===== src/hdl/spdi_pkg.sv =====
package spdi_pkg;
	// ==========================================
	// Register map
	localparam logic [15:0] SPDI_CTRL_ADDR = 16'hFF91;
	localparam logic [15:0] SPDI_STAT_ADDR = 16'hFF92;
	// ==========================================
	// Control field positions
	localparam int SPDI_TX_SEL_BIT = 5;
	localparam int SPDI_TX_INV_BIT = 3;
	localparam int SPDI_RX_INV_BIT = 2;
	localparam logic [1:0] SPDI_TOP_BITS = 2'h3;
	localparam logic [2:0] SPDI_CTRL_RESET = 3'h0;
	localparam logic SPDI_RX_IDLE = 1'h1; // Receive line rests high
	// ==========================================
	// Status field positions
	localparam int SPDI_STAT_RX_BIT = 0;
	localparam int SPDI_STAT_FULL_BIT = 1;
	localparam int SPDI_STAT_EMPTY_BIT = 2;
	// ==========================================
	// Receive event buffer
	localparam int SPDI_FIFO_WIDTH = 1;
	localparam int SPDI_FIFO_DEPTH = 4;
	// ==========================================
	// Carriers
	typedef struct packed {
		logic [15:0] addr;
		logic [7:0] wdata;
		logic wr;
		logic rd;
	} spdi_bus_s;
	typedef struct packed {
		logic tx_sel;
		logic tx_inv;
		logic rx_inv;
	} spdi_ctrl_s;
endpackage


===== src/hdl/spdi_top.sv =====
// Chosen here: the strobed register port.
`timescale 1ns/10ps

// ==========================================
// Receive event buffer
module spdi_fifo #(
	parameter int WIDTH = 1,
	parameter int DEPTH = 4
) (
	input wire logic i_clk_sys,
	input wire logic i_rst,
	input wire logic i_in_valid,
	output logic o_in_ready,
	input wire logic [WIDTH-1:0] i_in_data,
	output logic o_out_valid,
	input wire logic i_out_ready,
	output logic [WIDTH-1:0] o_out_data,
	output logic o_full,
	output logic o_empty
);
	localparam int AW = (DEPTH > 1) ? $clog2(DEPTH) : 1;
	localparam logic [AW:0] DEPTH_C = (AW + 1)'(DEPTH);
	logic [WIDTH-1:0] mem_ff [DEPTH];
	logic [AW-1:0] wp_ff, nxt_wp, rp_ff, nxt_rp;
	logic [AW:0] cnt_ff, nxt_cnt;
	logic push, pop;

	// Pointer step with wrap at depth
	function automatic logic [AW-1:0] ptr_inc(input logic [AW-1:0] p);
		ptr_inc = (p == AW'(DEPTH - 1)) ? '0 : p + AW'(1);
	endfunction

	// Handshake and next pointers
	always_comb begin
		o_full = (cnt_ff == DEPTH_C);
		o_empty = (cnt_ff == '0);
		o_in_ready = !o_full;
		o_out_valid = !o_empty;
		push = i_in_valid && o_in_ready;
		pop = o_out_valid && i_out_ready;
		nxt_wp = push ? ptr_inc(wp_ff) : wp_ff;
		nxt_rp = pop ? ptr_inc(rp_ff) : rp_ff;
		nxt_cnt = cnt_ff + (AW + 1)'(push) - (AW + 1)'(pop);
		o_out_data = mem_ff[rp_ff];
	end

	// Pointer and storage registers
	always_ff @(posedge i_clk_sys) begin
		if (i_rst) begin
			wp_ff <= '0;
			rp_ff <= '0;
			cnt_ff <= '0;
		end else begin
			wp_ff <= nxt_wp;
			rp_ff <= nxt_rp;
			cnt_ff <= nxt_cnt;
		end
		if (push) begin
			mem_ff[wp_ff] <= i_in_data;
		end
	end

	a_fifo_no_overfill: assert property (@(posedge i_clk_sys) disable iff (i_rst)
		cnt_ff <= DEPTH_C) else $error("fifo count beyond depth");
endmodule

// ==========================================
// Serial pin control and data inversion
module spdi_top (
	input wire logic i_clk_sys,
	input wire logic i_rst,
	input wire spdi_pkg::spdi_bus_s i_bus,
	output logic [7:0] o_rdata,
	input wire logic i_tx_core,
	output logic o_rx_core,
	input wire logic i_port_out,
	input wire logic i_port_oe,
	output logic o_port_in,
	input wire logic i_pin_in,
	output logic o_pin_out,
	output logic o_pin_oe,
	input wire logic i_rx_pin,
	output logic o_rx_evt_valid,
	input wire logic i_rx_evt_ready,
	output logic o_rx_evt_level
);
	import spdi_pkg::*;

	spdi_ctrl_s ctrl_ff, nxt_ctrl;
	logic [7:0] rdata_ff, nxt_rdata;
	logic [2:0] rx_sync_ff, nxt_rx_sync;
	logic [2:0] pin_sync_ff, nxt_pin_sync;
	logic rx_lvl_ff, nxt_rx_lvl;
	logic port_in_ff, nxt_port_in;
	logic pend_ff, nxt_pend;
	logic pend_lvl_ff, nxt_pend_lvl;
	logic fifo_ready, fifo_full, fifo_empty;
	logic [0:0] fifo_out;

	// Address match helper
	function automatic logic hit(input logic [15:0] a, input logic [15:0] b);
		hit = (a == b);
	endfunction

	// Register writes and read data
	always_comb begin
		nxt_ctrl = ctrl_ff;
		nxt_rdata = 8'h00;
		if (i_bus.wr && hit(i_bus.addr, SPDI_CTRL_ADDR)) begin
			nxt_ctrl.tx_sel = i_bus.wdata[SPDI_TX_SEL_BIT];
			nxt_ctrl.tx_inv = i_bus.wdata[SPDI_TX_INV_BIT];
			nxt_ctrl.rx_inv = i_bus.wdata[SPDI_RX_INV_BIT];
		end
		if (i_bus.rd && hit(i_bus.addr, SPDI_CTRL_ADDR)) begin
			nxt_rdata[7:6] = SPDI_TOP_BITS;
			nxt_rdata[SPDI_TX_SEL_BIT] = ctrl_ff.tx_sel;
			nxt_rdata[SPDI_TX_INV_BIT] = ctrl_ff.tx_inv;
			nxt_rdata[SPDI_RX_INV_BIT] = ctrl_ff.rx_inv;
		end else if (i_bus.rd && hit(i_bus.addr, SPDI_STAT_ADDR)) begin
			nxt_rdata[SPDI_STAT_RX_BIT] = rx_lvl_ff;
			nxt_rdata[SPDI_STAT_FULL_BIT] = fifo_full;
			nxt_rdata[SPDI_STAT_EMPTY_BIT] = fifo_empty;
		end
	end

	// Control and read registers
	always_ff @(posedge i_clk_sys) begin
		if (i_rst) begin
			ctrl_ff <= spdi_ctrl_s'(SPDI_CTRL_RESET);
			rdata_ff <= 8'h00;
		end else begin
			ctrl_ff <= nxt_ctrl;
			rdata_ff <= nxt_rdata;
		end
	end
	assign o_rdata = rdata_ff;

	always_comb begin
		o_pin_out = ctrl_ff.tx_sel ? (i_tx_core ^ ctrl_ff.tx_inv) : i_port_out;
		o_pin_oe = ctrl_ff.tx_sel ? 1'b1 : i_port_oe;
	end

	assign o_rx_core = i_rx_pin ^ ctrl_ff.rx_inv;

	// Pin synchronisers and receive change capture
	always_comb begin
		nxt_rx_sync = {rx_sync_ff[1:0], i_rx_pin};
		nxt_pin_sync = {pin_sync_ff[1:0], i_pin_in};
		nxt_rx_lvl = rx_lvl_ff;
		nxt_port_in = port_in_ff;
		nxt_pend = pend_ff;
		nxt_pend_lvl = pend_lvl_ff;
		if (rx_sync_ff[1] == rx_sync_ff[2]) begin
			nxt_rx_lvl = rx_sync_ff[2] ^ ctrl_ff.rx_inv;
		end
		if (pin_sync_ff[1] == pin_sync_ff[2]) begin
			nxt_port_in = pin_sync_ff[2];
		end
		// Hold one change until the buffer accepts it
		if (pend_ff && fifo_ready) begin
			nxt_pend = 1'b0;
		end
		if (nxt_rx_lvl != rx_lvl_ff && !(pend_ff && !fifo_ready)) begin
			nxt_pend = 1'b1;
			nxt_pend_lvl = nxt_rx_lvl;
		end
	end

	// Synchroniser and capture registers
	always_ff @(posedge i_clk_sys) begin
		if (i_rst) begin
			// Receive stages start at line idle, so leaving reset logs no false change
			rx_sync_ff <= {3{SPDI_RX_IDLE}};
			pin_sync_ff <= 3'h0;
			rx_lvl_ff <= SPDI_RX_IDLE;
			port_in_ff <= 1'b0;
			pend_ff <= 1'b0;
			pend_lvl_ff <= 1'b0;
		end else begin
			rx_sync_ff <= nxt_rx_sync;
			pin_sync_ff <= nxt_pin_sync;
			rx_lvl_ff <= nxt_rx_lvl;
			port_in_ff <= nxt_port_in;
			pend_ff <= nxt_pend;
			pend_lvl_ff <= nxt_pend_lvl;
		end
	end
	assign o_port_in = port_in_ff;

	// Buffer of received level changes
	spdi_fifo #(.WIDTH(SPDI_FIFO_WIDTH), .DEPTH(SPDI_FIFO_DEPTH)) u_fifo (
		.i_clk_sys(i_clk_sys),
		.i_rst(i_rst),
		.i_in_valid(pend_ff),
		.o_in_ready(fifo_ready),
		.i_in_data(pend_lvl_ff),
		.o_out_valid(o_rx_evt_valid),
		.i_out_ready(i_rx_evt_ready),
		.o_out_data(fifo_out),
		.o_full(fifo_full),
		.o_empty(fifo_empty)
	);
	assign o_rx_evt_level = fifo_out[0];

	// ==========================================
	// Checks
	a_ctrl_write_held: assert property (@(posedge i_clk_sys) disable iff (i_rst)
		(i_bus.wr && i_bus.addr == SPDI_CTRL_ADDR) |=>
		(ctrl_ff.tx_sel == $past(i_bus.wdata[5]) && ctrl_ff.tx_inv == $past(i_bus.wdata[3])
		&& ctrl_ff.rx_inv == $past(i_bus.wdata[2]))) else $error("control write not stored");
	a_read_only_once: assert property (@(posedge i_clk_sys) disable iff (i_rst)
		!$past(i_bus.rd) |-> o_rdata == 8'h00) else $error("read data outside its cycle");
	a_ctrl_top_ones: assert property (@(posedge i_clk_sys) disable iff (i_rst)
		(i_bus.rd && i_bus.addr == SPDI_CTRL_ADDR) |=> (o_rdata[7:6] == 2'h3 && o_rdata[4] == 1'b0
		&& o_rdata[1:0] == 2'h0)) else $error("fixed bits wrong on read");
	a_ctrl_reset_zero: assert property (@(posedge i_clk_sys)
		i_rst |=> (ctrl_ff == 3'h0 && o_pin_oe == i_port_oe)) else $error("control not cleared by reset");
	a_pin_port_mode: assert property (@(posedge i_clk_sys) disable iff (i_rst)
		!ctrl_ff.tx_sel |-> (o_pin_out == i_port_out && o_pin_oe == i_port_oe)) else $error("port mode wrong");
	a_tx_inverted: assert property (@(posedge i_clk_sys) disable iff (i_rst)
		ctrl_ff.tx_sel |-> (o_pin_oe && o_pin_out == (i_tx_core != ctrl_ff.tx_inv))) else $error("tx pin data wrong");
	a_rx_inverted: assert property (@(posedge i_clk_sys) disable iff (i_rst)
		o_rx_core == (i_rx_pin != ctrl_ff.rx_inv)) else $error("rx core data wrong");
	a_rx_no_delay: assert property (@(posedge i_clk_sys) disable iff (i_rst)
		($changed(i_rx_pin) && $stable(ctrl_ff.rx_inv)) |-> $changed(o_rx_core)) else $error("rx path delayed");
endmodule


===== config.mk =====
export PLATFORM = sky130hd
export DESIGN_NAME = spdi_top
export DESIGN_NICKNAME = d
export VERILOG_FILES = /design/src/hdl/spdi_pkg.sv /design/src/hdl/spdi_top.sv
export SDC_FILE = /design/constraint.sdc
export NUM_CORES = 1
export LEC_CHECK = 0
export ABC_AREA = 1
export BUFFER_PORTS_ARGS = -buffer_cell sky130_fd_sc_hd__buf_2
export CORE_UTILIZATION = 49
export DETAILED_ROUTE_END_ITERATION = 7
export GPL_ROUTABILITY_DRIVEN = 1
export PLACE_DENSITY = 0.9
export SETUP_SLACK_MARGIN = 0.15
export SYNTH_ARGS = -nofsm -noshare
export SYNTH_HDL_FRONTEND = slang
export SYNTH_SLANG_ARGS = --single-unit

===== constraint.sdc =====
create_clock -name i_clk_sys -period 1.91 [get_ports i_clk_sys]
set_clock_uncertainty 0.1 [all_clocks]
set_input_delay 0.382 -clock i_clk_sys [delete_from_list [all_inputs] [get_ports i_clk_sys]]
set_output_delay 0.382 -clock i_clk_sys [all_outputs]
set_load 0.05 [all_outputs]

==> impl_metrics.tcl <==
set metrics [dict create \
    syn_inst 186 \
    syn_nets 227 \
    dieArea_mm2 0.003200 \
    drive_gt1_frac 0.3471 \
    first_global_vias 1165 \
    drc_errors 0 \
    clk_latency_ps 330 \
    outcome "complete, no violations" \
    htreeDepth 2 \
    final.period_utilization 0.9049 \
    fmax_ghz 0.5786 \
    cellPowerDensity_mw_per_mm2 1064 \
    clockPowerShare 0.249 \
    setup_tns_ps 0 \
    syn_area_mm2 0.001459 \
    clockBufferDepth 2 \
    track_usage 0.1951 \
    vias 1298 \
    io_pins 48 \
    finalHoldViolations 0 \
    finalCriticalPeriod_ps 1728 \
    worst-path-max-fanout 4 \
    drv_slew 0 \
    fillers 214 \
    totalWireLength_um 2842 \
    drt-initial-drc-count 53 \
    yosysUniqueCellTypes 28 \
    synth-edff-count 4 \
    die_h_um 56.57 \
    cp.arrival_ps 1910 \
    cp.required_ps 2090 \
    final_nets 282 \
    grt-ovfl-total 0 \
    ys_ff_latch 32 \
    core_mm2 0.002781 \
    dr.pass1.iters 4 \
    multiInputGateArea_um2 656.9 \
    hpwl_um 1994 \
    path_class "reg2reg" \
    combPwrFrac 0.350 \
    yosys_warnings 0 \
    intPower_uw 1331 \
    cts_tree "done" \
    grt_max_degree 12 \
    area_growth_pct 30.10 \
    p_leak_uw 0.0009816 \
    port_buffers 41 \
    clock_sinks 32 \
    ff2ff_path_depth 10 \
    diodes 0 \
    setup_violations 0 \
    clk_pin_slew_ps 100 \
    place.gp.congestion 0.7962 \
    wl_per_cell_um 10.41 \
    ff_latch_area_um2 686.9 \
    irDropWorstVdd_mv 0.9358 \
    ant_nets 0 \
    dieWidth_um 56.57 \
    cts-root-buf "clkbuf_4" \
    ys_async_sr_fraction 0 \
    synth_seq_area_share 0.4666 \
    hold_depth 3 \
    numCtsBuffers 5 \
    p_seq_frac 0.401 \
    pre_cts_slack_ps 127.5 \
    swShare 0.3412 \
    synth_ff_type "dfxtp_1" \
    p_sw_uw 689.4 \
    rows 19 \
    cp-start-kind "flop" \
    min_path_type "in2reg" \
    initial_core_util 0.5245 \
    antenna_found_initial 0 \
    maxCapViolations 0 \
    via_per_inst 4.755 \
    fin_ws_ps 181.6 \
    grt_pass1_wl_um 4623 \
    rsz0062_at_grt "true" \
    end_kind "flop" \
    synth_area_per_cell_um2 7.844 \
    hold_buffers 0 \
]
[cell usage in the layout, fill, tap and decap left out, drive strengths merged]
cell,instances
a211oi,1
fa,1
a32oi,1
or2,4
xnor2,1
bufinv,1
clkbuf,6
conb,1
dfxtp,28
nand4,7
inv,37
clkinv,1
a21oi,5
edfxtp,4
nand2,31
nand3,10
xor2,3
buf,52
nor2,33
o211a,2
o21ai,7
ha,6
[cells in the mapped netlist, types with 3 or more instances]
master | number | area [um^2]
nand2_1 | 29 | 108.9
nand4_1 | 7 | 43.79
xor2_1 | 3 | 26.28
dfxtp_1 | 28 | 560.5
nor2_1 | 30 | 112.6
or2_2 | 4 | 25.02
ha_1 | 6 | 75.07
edfxtp_1 | 4 | 120.1
nand3_1 | 9 | 45.04
o21ai_0 | 5 | 25.02
a21oi_1 | 5 | 25.02
inv_1 | 35 | 131.4
[worst max-delay path: stages (launching register included)]
cell,delay (ps)
dfxtp_4,360
inv_4,60
nand3_4,90
nand2_4,80
inv_6,40
nand2_4,60
o21ai_2,50
ha_2,170
fa_2,530
inv_1,50
nor2_1,80
[routing by layer]
layer  part of all wire  GRT usage  vias up
li1                   -          -      681
met1               0.42     0.1977      576
met2               0.50     0.3345       34
met3              0.048    0.07834        7
met4              0.025     0.1150        0
met5                  0          0        -
[metrics by stage]
step	area [um^2]	utilization	hold slack (ps)	std cells	power, uW
2_1_floorplan	1483	-	288.3	186	1216
3_3_place_gp	1718	0.6176	290.2	256	1322
3_5_place_dp	1718	0.6176	293.3	256	1337
4_1_cts	1838	0.6608	131.5	269	1895
5_1_grt	1898	0.6824	116.7	273	2139
6_report	1898	0.6824	141.2	273	2020
[power groups by stage]
| stage | sequential [uW] | clock [uW] | combinational, uW |
|---|---|---|---|
| 2_1_floorplan | 811 | 0 | 405 |
| 3_3_place_gp | 818 | 0 | 503 |
| 3_5_place_dp | 823 | 0 | 514 |
| 4_1_cts | 805 | 509 | 581 |
| 5_1_grt | 820 | 550 | 769 |
| 6_report | 811 | 503 | 706 |
[final timing paths]
path                                       start               end  slack (ps)
worst max-delay path            u_fifo.cnt_ff[2]  u_fifo.cnt_ff[1]         180
worst min-delay path                    i_pin_in    pin_sync_ff[0]         140
worst max register to register  u_fifo.cnt_ff[2]  u_fifo.cnt_ff[1]         180
worst min register to register    pin_sync_ff[0]    pin_sync_ff[1]         310
[cell type report]
cell class              instances  area share
clock buffers                   6     0.02175
clock inverters                 2     0.01846
inverters                      37     0.07844
multi-input cells             113      0.3461
flip-flops and latches         32      0.3619
well taps                      31     0.02044
repair buffers                 52      0.1529
[state kept, by name, summed over array words and instances (netlist names), named ones only]
signal,count
rx_sync_ff,3
o_rdata,6
pend_lvl_ff,1
pin_sync_ff,3
u_fifo.rp_ff,2
u_fifo.mem_ff,4
ctrl_ff,3
pend_ff,1
o_port_in,1
u_fifo.cnt_ff,3
u_fifo.wp_ff,2
rx_lvl_ff,1
[what timing repair did]
item,CTS,global route
setup buffers,5,4
resized for setup,3,10
pin swaps,1,5
cloned,0,0
endpoints found under the setup margin,2,3
[cells by family after synthesis]
| group | synth area share |
|---|---|
| other cells | 0.002570 |
| fa+ha+maj | 0.06518 |
| buf+inv | 0.1115 |
| xor+xnor | 0.02402 |
| compound gates | 0.06861 |
| simple gates | 0.2616 |
| flops | 0.4666 |
(Power assumes the default switching activity.)
